**src/rtl/hsw_pkg.sv**
```systemverilog
// Shared constants of the dual hot-swap monitor and control block
package hsw_pkg;
	localparam int NUM_CH   = 2;
	localparam int NUM_LIM  = 5;
	localparam int NUM_LED  = 4;
	localparam int BUF_DEPTH = 50;
	localparam int SAMPLE_W = 10;
	// Register byte addresses, channel 1 sits one stride above channel 0
	localparam logic [7:0] OFF_CTRL    = 8'h00;
	localparam logic [7:0] OFF_LIMA    = 8'h04;
	localparam logic [7:0] OFF_LIMB    = 8'h08;
	localparam logic [7:0] OFF_LIMC    = 8'h0C;
	localparam logic [7:0] OFF_STATUS  = 8'h10;
	localparam logic [7:0] OFF_VMM     = 8'h14;
	localparam logic [7:0] OFF_IMM     = 8'h18;
	localparam logic [7:0] CH_STRIDE   = 8'h20;
	localparam logic [7:0] OFF_GLOBAL  = 8'h40;
	localparam logic [7:0] OFF_LED     = 8'h44;
	localparam logic [7:0] OFF_BUFSEL  = 8'h48;
	localparam logic [7:0] OFF_BUFDATA = 8'h4C;
	// Control register field positions
	localparam int CTRL_EN1 = 0;
	localparam int CTRL_EN2 = 1;
	localparam int CTRL_FORCE = 2;
	localparam int CTRL_MMRST = 3;
	localparam int CTRL_HOLD = 4;
	localparam int CTRL_VRANGE = 5;
	localparam int CTRL_IRANGE = 7;
	localparam int CTRL_RATIO = 9;
	localparam int CTRL_PGSEL = 11;
	localparam int CTRL_DEGL = 13;
	localparam int CTRL_VBUF = 18;
	localparam int CTRL_IBUF = 19;
	localparam int CTRL_VRES = 20;
	localparam int CTRL_IRES = 21;
	localparam int HI_FIELD = 16;
	localparam int GLB_FKEY = 0;
	localparam int GLB_CLRALERT = 1;
	localparam int GLB_STOPDLY = 8;
	// Limit indices; the first two and the last are upper limits
	localparam int LIM_OVC = 0;
	localparam int LIM_OVW = 1;
	localparam int LIM_UVW = 2;
	localparam int LIM_UVC = 3;
	localparam int LIM_OCW = 4;
	// Values after reset
	localparam logic [9:0] LIM_HI_RST = 10'h3FF;
	localparam logic [9:0] LIM_LO_RST = 10'h000;
	localparam logic [7:0] FAST_TRIP_RST = 8'hFF;
	localparam logic [9:0] MIN_RST = 10'h3FF;
	localparam logic [9:0] MAX_RST = 10'h000;
	localparam logic [1:0] STRAP_LOAD_CNT = 2'h2;
	localparam logic [1:0] STRAP_DONE_CNT = 2'h3;
	// Timing at a 125 MHz clock
	localparam int CLK_HZ = 125000000;
	localparam int PG_UNIT_MS = 50;
	localparam int FLASH_HALF_MS = 500;
	localparam int RETRY_MS = 100;
	localparam int unsigned PG_UNIT_CYCLES = PG_UNIT_MS * (CLK_HZ / 1000);
	localparam int unsigned FLASH_HALF_CYCLES = FLASH_HALF_MS * (CLK_HZ / 1000);
	localparam int unsigned RETRY_CYCLES = RETRY_MS * (CLK_HZ / 1000);
endpackage

```
**src/rtl/circ_buffer.sv**
```systemverilog
// Circular measurement buffer of the 50 latest samples with stop delay
`timescale 1ns/1ns
module circ_buffer
	import hsw_pkg::*;
(
	input  wire logic       clk,
	input  wire logic       rst_b,
	input  wire logic [9:0] sample,
	input  wire logic       sampleValid,
	input  wire logic       runEn,
	input  wire logic       res10,
	input  wire logic       shutdown,
	input  wire logic [5:0] stopDelay,
	input  wire logic [5:0] rdIndex,
	output logic      [9:0] rdData,
	output logic            running
);
	logic [9:0] mem [BUF_DEPTH];
	logic [5:0] wrPtr;
	logic [5:0] postCnt;
	logic       draining;
	logic       stopped;
	logic [6:0] sum;
	logic [5:0] rdPtr;
	logic       doWrite;

	assign running = runEn & ~stopped; // RL17 RL24
	assign doWrite = sampleValid & running;

	// Storage; 8-bit mode keeps the top bits of the sample
	always_ff @(posedge clk) begin
		if (doWrite) begin
			mem[wrPtr] <= res10 ? sample : {2'h0, sample[9:2]}; // RL18
		end
	end

	// Write pointer wraps so the oldest entry is overwritten
	always_ff @(posedge clk or negedge rst_b) begin
		if (!rst_b) begin
			wrPtr <= 6'h00;
		end else if (doWrite) begin
			wrPtr <= (wrPtr == 6'(BUF_DEPTH - 1)) ? 6'h00 : wrPtr + 6'h01; // RL22
		end
	end

	// Post-shutdown countdown; clearing runEn rearms the buffer
	always_ff @(posedge clk or negedge rst_b) begin
		if (!rst_b) begin
			stopped <= 1'b0;
			draining <= 1'b0;
			postCnt <= 6'h00;
		end else if (!runEn) begin
			stopped <= 1'b0;
			draining <= 1'b0;
		end else if (shutdown && !draining && !stopped) begin
			stopped <= (stopDelay == 6'h00); // RL16
			draining <= (stopDelay != 6'h00);
			postCnt <= stopDelay;
		end else if (draining && sampleValid) begin
			postCnt <= postCnt - 6'h01;
			if (postCnt == 6'h01) begin
				stopped <= 1'b1; // RL16
				draining <= 1'b0;
			end
		end
	end

	// Index 0 is the oldest entry
	assign sum = {1'b0, wrPtr} + {1'b0, rdIndex};
	assign rdPtr = (sum >= 7'(BUF_DEPTH)) ? 6'(sum - 7'(BUF_DEPTH)) : sum[5:0];

	always_ff @(posedge clk or negedge rst_b) begin
		if (!rst_b) begin
			rdData <= 10'h000;
		end else begin
			rdData <= (rdIndex < 6'(BUF_DEPTH)) ? mem[rdPtr] : 10'h000;
		end
	end
endmodule

```
**src/rtl/hot_swap_ctrl.sv**
```systemverilog
// Dual hot-swap channel control, limits, tracking, buffers and LED pins
//
// Behaviour
// RL1: Channel on when its input-valid bit is 1 and either enable bit is 1.
// RL2: At startup second enable bits follow the hardware-enable strap level.
// RL3: Retry strap high selects auto-retry, low selects latch-off after faults.
// RL4: Per channel, a field selects 2, 4, 8 or 16 V voltage range.
// RL5: Per channel, four 10-bit voltage limits: OV critical/warning, UV warning/critical.
// RL6: Per channel, one 10-bit overcurrent warning limit.
// RL7: Per channel, current-sense range selects 25, 50 or 100 mV.
// RL8: Per channel, 8-bit fast-trip threshold, legal 102 to 255.
// RL9: Per channel, two-bit fast-to-slow trip ratio, 125 to 200 percent.
// RL10: Power-good asserts after a selectable 50, 100, 200 or 400 ms.
// RL11: With deglitch on, a fault needs two consecutive failing comparisons.
// RL12: Reset control clears the channel's min and max tracking registers.
// RL13: Hold control freezes the channel's min and max tracking registers.
// RL14: Force-on works only with key enable set, then turns channel on.
// RL15: Clear-alert command clears the alert bit and releases the alert pin.
// RL16: After shutdown, each running buffer records 0 to 50 more samples, then stops; the 6-bit stop delay field here accepts up to 63.
// RL17: Voltage and current buffers have independent enables per channel.
// RL18: Each buffer stores 8-bit or 10-bit samples by its resolution setting.
// RL19: A per-pin set control turns each open-drain LED driver on.
// RL20: Per-pin flash makes an active LED blink; phase inverts its blink.
// RL21: A per-pin control switches on a weak pull-up on each LED pin.
// RL22: Each buffer keeps the 50 latest samples, overwriting the oldest.
// RL23: After startup only register writes change the second enable bit.
// RL24: A stopped buffer records nothing new and keeps its contents.
// RL25: Limit crossings set fault status bits and raise alert bit and pin.
// RL26: All registers reachable by single register reads and writes.
//
// Design decisions made here: the APB register port and the placing of the registers.
`timescale 1ns/1ns
module hot_swap_ctrl #(
	parameter int unsigned PG_UNIT_CYC = hsw_pkg::PG_UNIT_CYCLES,
	parameter int unsigned FLASH_CYC   = hsw_pkg::FLASH_HALF_CYCLES,
	parameter int unsigned RETRY_CYC   = hsw_pkg::RETRY_CYCLES
) (
	input  wire logic                                     clk,
	input  wire logic                                     rst_b,
	input  wire logic [7:0]                               paddr,
	input  wire logic                                     psel,
	input  wire logic                                     penable,
	input  wire logic                                     pwrite,
	input  wire logic [31:0]                              pwdata,
	output logic      [31:0]                              prdata,
	output logic                                          pready,
	output logic                                          pslverr,
	input  wire logic                                     input_valid_bit_ch1,
	input  wire logic                                     input_valid_bit_ch2,
	input  wire logic                                     hardware_enable_strap,
	input  wire logic                                     retryStrap,
	input  wire logic [hsw_pkg::NUM_CH-1:0][9:0]          voltSample,
	input  wire logic [hsw_pkg::NUM_CH-1:0][9:0]          currSample,
	input  wire logic                                     sampleValid,
	output logic      [hsw_pkg::NUM_CH-1:0]               chanOn,
	output logic      [hsw_pkg::NUM_CH-1:0]               power_good_out,
	output logic                                          alertOut,
	output logic                                          alertOe,
	output logic      [hsw_pkg::NUM_LED-1:0]              ledOut,
	output logic      [hsw_pkg::NUM_LED-1:0]              ledOe,
	output logic      [hsw_pkg::NUM_LED-1:0]              ledPullup,
	output logic      [hsw_pkg::NUM_CH-1:0][1:0]          voltRange,
	output logic      [hsw_pkg::NUM_CH-1:0][1:0]          currRange,
	output logic      [hsw_pkg::NUM_CH-1:0][7:0]          fastTripThr,
	output logic      [hsw_pkg::NUM_CH-1:0][1:0]          tripRatio,
	output logic                                          retryMode
);
	import hsw_pkg::*;

	logic [3:0]                           syncA;
	logic [3:0]                           syncB;
	logic [1:0]                           strapCnt;
	logic                                 strapLoad;
	logic [NUM_CH-1:0]                    onBit;
	logic [NUM_CH-1:0]                    en1, en2, forceOn, mmReset, mmHold;
	logic [NUM_CH-1:0]                    vbufEn, ibufEn, vbufRes, ibufRes;
	logic [NUM_CH-1:0][1:0]               pgSel;
	logic [NUM_CH-1:0][NUM_LIM-1:0]       deglitch, faultStat, faultHit;
	logic [NUM_CH-1:0][NUM_LIM-1:0][9:0]  limit;
	logic [NUM_CH-1:0][9:0]               vMin, vMax, iMin, iMax;
	logic [NUM_CH-1:0]                    latched, critHit, vRun, iRun;
	logic [NUM_CH-1:0][31:0]              timer;
	logic [NUM_CH-1:0]                    next_chanOn;
	logic                                 forceKeyEn;
	logic                                 alert;
	logic [5:0]                           stopDelay;
	logic [NUM_LED-1:0]                   ledSet, ledFlash, ledPhase;
	logic [31:0]                          flashCnt;
	logic                                 blink;
	logic [5:0]                           bufIdx;
	logic [1:0]                           bufSel;
	logic [3:0][9:0]                      bufData;
	logic                                 wrEn;
	logic                                 setupRd;
	logic [31:0]                          rdVal;
	logic                                 rdErr;

	// Match an address against a register of a given channel
	function automatic logic regHit(input logic [7:0] a, input logic [7:0] off, input int ch);
		regHit = (a == off + ((ch != 0) ? CH_STRIDE : 8'h00));
	endfunction

	// Zero wait states; writes land at the access edge
	assign pready = 1'b1;
	assign wrEn = psel & penable & pwrite; // RL26
	assign setupRd = psel & ~penable;

	// Two-flop synchronisers for pins from outside the clock domain
	always_ff @(posedge clk or negedge rst_b) begin
		if (!rst_b) begin
			syncA <= 4'h0;
			syncB <= 4'h0;
		end else begin
			syncA <= {retryStrap, hardware_enable_strap, input_valid_bit_ch2, input_valid_bit_ch1};
			syncB <= syncA;
		end
	end
	assign onBit = syncB[1:0];

	// Straps are sampled once, after the synchronisers hold real pin levels
	always_ff @(posedge clk or negedge rst_b) begin
		if (!rst_b) begin
			strapCnt <= 2'h0;
		end else if (strapCnt != STRAP_DONE_CNT) begin
			strapCnt <= strapCnt + 2'h1;
		end
	end
	assign strapLoad = (strapCnt == STRAP_LOAD_CNT);

	always_ff @(posedge clk or negedge rst_b) begin
		if (!rst_b) begin
			retryMode <= 1'b0;
		end else if (strapLoad) begin
			retryMode <= syncB[3]; // RL3
		end
	end

	// Per-channel control and limit registers
	always_ff @(posedge clk or negedge rst_b) begin
		if (!rst_b) begin
			en1 <= '0;
			en2 <= '0;
			forceOn <= '0;
			mmReset <= '0;
			mmHold <= '0;
			voltRange <= '0;
			currRange <= '0;
			tripRatio <= '0;
			pgSel <= '0;
			deglitch <= '0;
			vbufEn <= '0;
			ibufEn <= '0;
			vbufRes <= '0;
			ibufRes <= '0;
			fastTripThr <= {NUM_CH{FAST_TRIP_RST}};
			for (int c = 0; c < NUM_CH; c++) begin
				limit[c][LIM_OVC] <= LIM_HI_RST;
				limit[c][LIM_OVW] <= LIM_HI_RST;
				limit[c][LIM_UVW] <= LIM_LO_RST;
				limit[c][LIM_UVC] <= LIM_LO_RST;
				limit[c][LIM_OCW] <= LIM_HI_RST;
			end
		end else begin
			for (int c = 0; c < NUM_CH; c++) begin
				if (wrEn && regHit(paddr, OFF_CTRL, c)) begin
					en1[c] <= pwdata[CTRL_EN1];
					en2[c] <= pwdata[CTRL_EN2]; // RL23
					forceOn[c] <= pwdata[CTRL_FORCE];
					mmReset[c] <= pwdata[CTRL_MMRST];
					mmHold[c] <= pwdata[CTRL_HOLD];
					voltRange[c] <= pwdata[CTRL_VRANGE +: 2]; // RL4
					currRange[c] <= pwdata[CTRL_IRANGE +: 2]; // RL7
					tripRatio[c] <= pwdata[CTRL_RATIO +: 2]; // RL9
					pgSel[c] <= pwdata[CTRL_PGSEL +: 2];
					deglitch[c] <= pwdata[CTRL_DEGL +: NUM_LIM];
					vbufEn[c] <= pwdata[CTRL_VBUF];
					ibufEn[c] <= pwdata[CTRL_IBUF];
					vbufRes[c] <= pwdata[CTRL_VRES];
					ibufRes[c] <= pwdata[CTRL_IRES];
				end
				if (strapLoad) begin
					en2[c] <= syncB[2]; // RL2
				end
				if (wrEn && regHit(paddr, OFF_LIMA, c)) begin
					limit[c][LIM_OVC] <= pwdata[9:0]; // RL5
					limit[c][LIM_OVW] <= pwdata[HI_FIELD +: 10];
				end
				if (wrEn && regHit(paddr, OFF_LIMB, c)) begin
					limit[c][LIM_UVW] <= pwdata[9:0]; // RL5
					limit[c][LIM_UVC] <= pwdata[HI_FIELD +: 10];
				end
				if (wrEn && regHit(paddr, OFF_LIMC, c)) begin
					limit[c][LIM_OCW] <= pwdata[9:0]; // RL6
					fastTripThr[c] <= pwdata[HI_FIELD +: 8]; // RL8
				end
			end
		end
	end

	// Global, LED and buffer-select registers
	always_ff @(posedge clk or negedge rst_b) begin
		if (!rst_b) begin
			forceKeyEn <= 1'b0;
			stopDelay <= 6'h00;
			ledSet <= '0;
			ledFlash <= '0;
			ledPullup <= '0;
			ledPhase <= '0;
			bufIdx <= 6'h00;
			bufSel <= 2'h0;
		end else begin
			if (wrEn && paddr == OFF_GLOBAL) begin
				forceKeyEn <= pwdata[GLB_FKEY];
				stopDelay <= pwdata[GLB_STOPDLY +: 6];
			end
			if (wrEn && paddr == OFF_LED) begin
				ledSet <= pwdata[3:0];
				ledFlash <= pwdata[7:4];
				ledPullup <= pwdata[11:8]; // RL21
				ledPhase <= pwdata[15:12];
			end
			if (wrEn && paddr == OFF_BUFSEL) begin
				bufIdx <= pwdata[5:0];
				bufSel <= pwdata[7:6];
			end
		end
	end

	// Per-channel datapath: comparators, tracking, buffers, timers
	genvar g, l;
	generate
		for (g = 0; g < NUM_CH; g++) begin : gCh
			for (l = 0; l < NUM_LIM; l++) begin : gLim
				limit_check uLim (
					.clk         (clk),
					.rst_b       (rst_b),
					.sample      ((l == LIM_OCW) ? currSample[g] : voltSample[g]),
					.sampleValid (sampleValid),
					.limit       (limit[g][l]),
					.isUpper     ((l == LIM_OVC) || (l == LIM_OVW) || (l == LIM_OCW)),
					.deglitch    (deglitch[g][l]),
					.fault       (faultHit[g][l])
				);
			end
			assign critHit[g] = faultHit[g][LIM_OVC] | faultHit[g][LIM_UVC];

			circ_buffer uVbuf (
				.clk         (clk),
				.rst_b       (rst_b),
				.sample      (voltSample[g]),
				.sampleValid (sampleValid),
				.runEn       (vbufEn[g]),
				.res10       (vbufRes[g]),
				.shutdown    (critHit[g]),
				.stopDelay   (stopDelay),
				.rdIndex     (bufIdx),
				.rdData      (bufData[2 * g]),
				.running     (vRun[g])
			);
			circ_buffer uIbuf (
				.clk         (clk),
				.rst_b       (rst_b),
				.sample      (currSample[g]),
				.sampleValid (sampleValid),
				.runEn       (ibufEn[g]),
				.res10       (ibufRes[g]),
				.shutdown    (critHit[g]),
				.stopDelay   (stopDelay),
				.rdIndex     (bufIdx),
				.rdData      (bufData[2 * g + 1]),
				.running     (iRun[g])
			);

			// Min and max tracking; reset beats hold
			always_ff @(posedge clk or negedge rst_b) begin
				if (!rst_b) begin
					vMin[g] <= MIN_RST;
					iMin[g] <= MIN_RST;
					vMax[g] <= MAX_RST;
					iMax[g] <= MAX_RST;
				end else if (mmReset[g]) begin
					vMin[g] <= MIN_RST; // RL12
					iMin[g] <= MIN_RST;
					vMax[g] <= MAX_RST;
					iMax[g] <= MAX_RST;
				end else if (sampleValid && !mmHold[g]) begin // RL13
					if (voltSample[g] < vMin[g]) vMin[g] <= voltSample[g];
					if (voltSample[g] > vMax[g]) vMax[g] <= voltSample[g];
					if (currSample[g] < iMin[g]) iMin[g] <= currSample[g];
					if (currSample[g] > iMax[g]) iMax[g] <= currSample[g];
				end
			end

			// Critical faults shut the channel; retry frees it after a wait,
			// latch-off only when software clears both critical bits
			always_ff @(posedge clk or negedge rst_b) begin
				if (!rst_b) begin
					latched[g] <= 1'b0;
				end else if (critHit[g]) begin
					latched[g] <= 1'b1;
				end else if (retryMode && timer[g] >= RETRY_CYC - 1) begin
					latched[g] <= 1'b0; // RL3
				end else if (!retryMode && !faultStat[g][LIM_OVC] && !faultStat[g][LIM_UVC]) begin
					latched[g] <= 1'b0; // RL3
				end
			end

			// Force-on bypasses the input-valid check but not a fault latch
			assign next_chanOn[g] = ~latched[g] & ~critHit[g]
				& ((onBit[g] & (en1[g] | en2[g])) // RL1
				| (forceKeyEn & forceOn[g])); // RL14

			// One timer serves the power-good delay and the retry wait
			always_ff @(posedge clk or negedge rst_b) begin
				if (!rst_b) begin
					timer[g] <= 32'h0;
				end else if (critHit[g]) begin
					timer[g] <= 32'h0;
				end else if (latched[g] || (chanOn[g] && !power_good_out[g])) begin
					timer[g] <= timer[g] + 32'h1;
				end else begin
					timer[g] <= 32'h0;
				end
			end

			always_ff @(posedge clk or negedge rst_b) begin
				if (!rst_b) begin
					chanOn[g] <= 1'b0;
					power_good_out[g] <= 1'b0;
				end else begin
					chanOn[g] <= next_chanOn[g];
					if (!next_chanOn[g]) begin
						power_good_out[g] <= 1'b0;
					end else if (chanOn[g] && timer[g] >= (PG_UNIT_CYC << pgSel[g]) - 1) begin
						power_good_out[g] <= 1'b1; // RL10
					end
				end
			end
		end
	endgenerate

	// Sticky fault bits, write one to clear; a new fault wins the clear
	always_ff @(posedge clk or negedge rst_b) begin
		if (!rst_b) begin
			faultStat <= '0;
		end else begin
			for (int c = 0; c < NUM_CH; c++) begin
				for (int k = 0; k < NUM_LIM; k++) begin
					if (faultHit[c][k]) begin
						faultStat[c][k] <= 1'b1; // RL25
					end else if (wrEn && regHit(paddr, OFF_STATUS, c) && pwdata[k]) begin
						faultStat[c][k] <= 1'b0;
					end
				end
			end
		end
	end

	// Alert is raised by any fault and dropped only by the clear command
	always_ff @(posedge clk or negedge rst_b) begin
		if (!rst_b) begin
			alert <= 1'b0;
		end else if (|faultHit) begin
			alert <= 1'b1; // RL25
		end else if (wrEn && paddr == OFF_GLOBAL && pwdata[GLB_CLRALERT]) begin
			alert <= 1'b0; // RL15
		end
	end
	assign alertOut = 1'b0; // Open drain: pulls low when enabled
	assign alertOe = alert; // RL15

	// Shared blink clock for all flashing LEDs
	always_ff @(posedge clk or negedge rst_b) begin
		if (!rst_b) begin
			flashCnt <= 32'h0;
			blink <= 1'b0;
		end else if (flashCnt >= FLASH_CYC - 1) begin
			flashCnt <= 32'h0;
			blink <= ~blink;
		end else begin
			flashCnt <= flashCnt + 32'h1;
		end
	end

	// Open-drain LED drivers sink current while active
	assign ledOut = '0;
	assign ledOe = ledSet & (~ledFlash | ({NUM_LED{blink}} ^ ledPhase)); // RL19 RL20

	// Read mux; unmapped addresses answer with an error and zero data
	always_comb begin
		rdVal = 32'h0;
		rdErr = 1'b0;
		if (paddr == OFF_GLOBAL) begin
			rdVal = {18'h0, stopDelay, 4'h0, retryMode, alert, 1'b0, forceKeyEn};
		end else if (paddr == OFF_LED) begin
			rdVal = {16'h0, ledPhase, ledPullup, ledFlash, ledSet};
		end else if (paddr == OFF_BUFSEL) begin
			rdVal = {24'h0, bufSel, bufIdx};
		end else if (paddr == OFF_BUFDATA) begin
			rdVal = {22'h0, bufData[bufSel]};
		end else begin
			rdErr = 1'b1;
			for (int c = 0; c < NUM_CH; c++) begin
				if (regHit(paddr, OFF_CTRL, c)) begin
					rdErr = 1'b0;
					rdVal = {10'h0, ibufRes[c], vbufRes[c], ibufEn[c], vbufEn[c], deglitch[c],
						pgSel[c], tripRatio[c], currRange[c], voltRange[c], mmHold[c],
						mmReset[c], forceOn[c], en2[c], en1[c]};
				end
				if (regHit(paddr, OFF_LIMA, c)) begin
					rdErr = 1'b0;
					rdVal = {6'h0, limit[c][LIM_OVW], 6'h0, limit[c][LIM_OVC]};
				end
				if (regHit(paddr, OFF_LIMB, c)) begin
					rdErr = 1'b0;
					rdVal = {6'h0, limit[c][LIM_UVC], 6'h0, limit[c][LIM_UVW]};
				end
				if (regHit(paddr, OFF_LIMC, c)) begin
					rdErr = 1'b0;
					rdVal = {8'h0, fastTripThr[c], 6'h0, limit[c][LIM_OCW]};
				end
				if (regHit(paddr, OFF_STATUS, c)) begin
					rdErr = 1'b0;
					rdVal = {21'h0, iRun[c], vRun[c], onBit[c], latched[c],
						power_good_out[c], chanOn[c], faultStat[c]};
				end
				if (regHit(paddr, OFF_VMM, c)) begin
					rdErr = 1'b0;
					rdVal = {6'h0, vMax[c], 6'h0, vMin[c]};
				end
				if (regHit(paddr, OFF_IMM, c)) begin
					rdErr = 1'b0;
					rdVal = {6'h0, iMax[c], 6'h0, iMin[c]};
				end
			end
		end
	end

	// Read data and error are captured in the setup cycle and held
	always_ff @(posedge clk or negedge rst_b) begin
		if (!rst_b) begin
			prdata <= 32'h0;
			pslverr <= 1'b0;
		end else if (setupRd) begin
			prdata <= pwrite ? 32'h0 : rdVal; // RL26
			pslverr <= rdErr;
		end
	end
endmodule

```
**src/rtl/limit_check.sv**
```systemverilog
// One limit comparator with optional two-in-a-row deglitch
`timescale 1ns/1ns
module limit_check (
	input  wire logic       clk,
	input  wire logic       rst_b,
	input  wire logic [9:0] sample,
	input  wire logic       sampleValid,
	input  wire logic [9:0] limit,
	input  wire logic       isUpper,
	input  wire logic       deglitch,
	output logic            fault
);
	logic hit;
	logic seen;

	// Upper limits trip above, lower limits trip below
	assign hit = isUpper ? (sample > limit) : (sample < limit); // RL25

	// Fault pulses one cycle after the comparison that confirms it
	always_ff @(posedge clk or negedge rst_b) begin
		if (!rst_b) begin
			seen <= 1'b0;
			fault <= 1'b0;
		end else begin
			fault <= 1'b0;
			if (sampleValid) begin
				seen <= hit;
				fault <= hit & (~deglitch | seen); // RL11
			end
		end
	end
endmodule

```
**config.mk**
```make
export PLATFORM = sky130hd
export DESIGN_NAME = hot_swap_ctrl
export DESIGN_NICKNAME = d
export VERILOG_FILES = /design/src/rtl/hsw_pkg.sv /design/src/rtl/circ_buffer.sv /design/src/rtl/hot_swap_ctrl.sv /design/src/rtl/limit_check.sv
export SDC_FILE = /design/constraint.sdc
export NUM_CORES = 2
export LEC_CHECK = 0
export ABC_AREA = 1
export BUFFER_PORTS_ARGS = -buffer_cell sky130_fd_sc_hd__buf_2
export CAP_MARGIN = 5
export CORE_MARGIN = 3
export CORE_UTILIZATION = 50
export DETAILED_ROUTE_END_ITERATION = 16
export PLACE_DENSITY_LB_ADDON = 0.15
export SETUP_SLACK_MARGIN = 0.2
export SYNTH_ARGS = -nofsm -noshare
export SYNTH_HDL_FRONTEND = slang
export SYNTH_SLANG_ARGS = --single-unit
```
**constraint.sdc**
```tcl
create_clock -name clk -period 4 [get_ports clk]
set_clock_uncertainty 0.1 [all_clocks]
set_input_delay 0.8 -clock clk [delete_from_list [all_inputs] [get_ports clk]]
set_output_delay 0.8 -clock clk [all_outputs]
set_load 0.01 [all_outputs]
```
==> flow_metrics.tcl <==
set metrics [dict create \
    cts_tree "built" \
    gp_congestion 0.939 \
    finalSetupViolations 0 \
    tightest_slew_ns 1.16 \
    worstPathMaxFanout 20 \
    grt_pass1_vias 82400 \
    dpl.hpwl_mm 221 \
    wl_per_cell_um 22.6 \
    synth_warnings 0 \
    root_buffer "clkbuf_16" \
    grt_pass1_wl_mm 513 \
    grt_max_degree 209 \
    clk_latency_ns 0.94 \
    antenna_found_initial 27 \
    power_density_nw_per_um2 456 \
    numCtsBuffers 289 \
    synth_top_area_frac 0.522 \
    rsz0062_at_grt "yes" \
    hold_viol_final 0 \
    slew_violations 0 \
    cp-end-kind "flip-flop" \
    yosys-mux-area-fraction 0.000870 \
    fin_crit_ns 3.76 \
    yosysMostFrequentCell "nand2_1" \
    grt_util_all_layers 0.285 \
    finalPower_mw 60.9 \
    io_pins 171 \
    synth_area_leaders "edfxtp_1 52%, nand2_1 14%, dfrtp_1 9.2%, nand3_1 5.8%, ha_1 2.9%" \
    drive_gt1_frac 0.120 \
    synthSimpleGateAreaFrac 0.230 \
    cp_slowest_stage_delay_ns 0.52 \
    portBuffers 152 \
    cts_max_path_buffers 4 \
    syn2layout_area_growth_pct 16.0 \
    final_area_sq_um 133000 \
    vias_per_cell 5.65 \
    synth_compound_area_frac 0.0537 \
    finalNetCount 12500 \
    fmax_ghz 0.266 \
    tns_ns 0 \
    path_class "reg2reg" \
    synth_common_cells "4325 x nand2_1, 2000 x edfxtp_1, 1327 x nand3_1, 620 x inv_1, 586 x nor2_1" \
    netlist_area_sq_um 115000 \
    synth_edf_count 2000 \
    netlist_instances 11600 \
    clk_pin_slew_ns 0.06 \
    cp.arrival_ns 4.45 \
    yosys_most_used_dff "edfxtp_1" \
    placedInstanceArea_sq_um 123000 \
    yosysSeqAreaShare 0.641 \
    cellLeakagePower_nw 54.8 \
    dr.first_iter.drc_count 8599 \
    synthAdderAreaFrac 0.0295 \
    start_kind "flip-flop" \
    overflow 0 \
    synth_xor_area_frac 0.00243 \
    die-area_sq_um 236000 \
    die_w_um 486 \
    synth_top_area_cell "edfxtp_1" \
    drc 0 \
    ys_ff_latch 2539 \
    wirelength_mm 348 \
    num_rows 175 \
    coreArea_sq_um 228000 \
    yosysUniqueCellTypes 62 \
    synth_top_family_by_area "simple AND/OR/NAND/NOR gates" \
    post-route-period-util 0.941 \
    critical_path_required_ns 4.69 \
    path_buf_inv 2 \
    vdd_ir_drop_max_mv 0.396 \
    maxCapViolCount 0 \
    first_pass_iters 6 \
    cp_top_family "simple AND/OR/NAND/NOR gates" \
    h-tree-depth 5 \
    cts_sinks 2539 \
    die_y_um 486 \
    cp_common_cell "nand2_1" \
    syn_area_per_cell_sq_um 9.89 \
    crit_slowest_cell "dfrtp_2" \
    timing.slew.headroom 0.228 \
    via_count 86900 \
    ys_async_sr_fraction 0.212 \
    ant_nets 0 \
    hp-class "in2reg" \
    crit_chain "ha_4 > fa_1 > xor2_2 > inv_1 > ha_1 > nand2_1 > nand2_1 > nand2_1 > nand2_2 > nand2_8 > nand2_4 > nand2_8 > clkbuf_16 > nand2_1 > nand3_1 > nand3_1 > nand3_1 > a21oi_2 > nor2_1" \
    start_util 0.504 \
    hold_slack_ns 0.0753 \
    status "finished, final reports clean" \
]
registers in the layout, indices dropped and copies added (netlist names), 12 cells and up:
name / count
gCh.uIbuf.mem: 1000
gCh.uVbuf.mem: 1000
limit: 100
timer: 64
flashCnt: 32
prdata: 26
gCh.uIbuf.rdData: 20
gCh.uVbuf.rdData: 20
iMax: 20
iMin: 20
vMax: 20
vMin: 20
fastTripThr: 16
gCh.uIbuf.postCnt: 12
gCh.uIbuf.wrPtr: 12
gCh.uVbuf.postCnt: 12
gCh.uVbuf.wrPtr: 12
kinds of logic after synthesis:
| kind of cell | count (synthesis) |
|---|---|
| muxes | 10 |
| AOI/OAI and AO/OA | 1114 |
| buffers and inverters | 1195 |
| DFF | 2539 |
| xor gates and xnor gates | 31 |
| adders and majority gates | 269 |
| other | 2 |
| and+or+nand+nor | 6466 |
layout make-up:
cell class              instances  area [sq um]
fillers                     19200         94700
multi-input cells            7918         37800
diodes                         22          55.1
clock buffers                 383          7880
well taps                    3009          3760
clock inverters               112           960
inverters                     636          2410
flip-flops and latches       2539         73700
repair buffers                756          6910
routing by layer:
metal	global-route usage	wire [um]
met1	0.394	144000
met2	0.448	162000
met3	0.0444	26900
met4	0.123	15100
met5	0	13
stage by stage:
| stage | util | instances | worst slack [ns] |
|---|---|---|---|
| detailed placement | 0.538 | 14800 | -0.0226 |
| floorplan | - | 11700 | 0.484 |
| global placement | 0.538 | 14800 | -0.0393 |
| global route | 0.585 | 15400 | 0.102 |
| finish | 0.585 | 15400 | 0.237 |
| CTS | 0.578 | 15300 | 0.153 |
worst reg2reg max path: stages (launching register included):
cell and delay (ns):
dfrtp_2 0.52, ha_4 0.23, fa_1 0.41, xor2_2 0.17, inv_1 0.12, ha_1 0.21
nand2_1 0.09, nand2_1 0.06, nand2_1 0.06, nand2_2 0.16, nand2_8 0.13, nand2_4 0.18
nand2_8 0.12, clkbuf_16 0.23, nand2_1 0.08, nand3_1 0.11, nand3_1 0.14, nand3_1 0.22
a21oi_2 0.26, nor2_1 0.06
power breakdown:
part	leakage [nW]	internal [mW]	switching, mW	total, mW
sequential	25.4	29.2	0.423	29.6
clock	4.33	14.9	10.3	25.2
combinational	25.1	1.93	4.21	6.14
total	54.8	45.9	14.9	60.9
final timing paths:
check                           startpoint                     end  slack, ns  depth (start not counted)
worst max-delay path             bufIdx[0]  gCh[0].uVbuf.rdData[8]       0.24                         19
worst min-delay path                pwrite              prdata[12]       0.08                          2
worst max register to register   bufIdx[0]  gCh[0].uVbuf.rdData[8]       0.24                         19
worst min register to register    syncA[3]                syncB[3]       0.25                          0
max in group asynchronous            rst_b               limit[15]       2.30                          3
min in group asynchronous            rst_b               timer[55]       0.45                          2
timing repair:
item                                   in CTS  in global routing
buffers inserted                            3                 24
gates resized for setup                    26                167
hold buffers                                5                  0
endpoints found under the hold margin      44                  0
pin swaps                                   1                 35
setup endpoints to repair                  40                 40
gates cloned                                2                 24
layout by cell type (no fill, tap or decap), drive strengths merged, types with 28 or more instances in the layout:
master,n
nor2,590
inv,636
clkbuf,406
dfrtp,423
clkinv,90
nand2,4347
ha,265
o21ai,583
buf,728
nor3,93
dfstp,116
o22ai,67
nand4,51
nand3,1332
conb,28
edfxtp,2000
a21oi,306
Power figures use the tool's default switching activity.
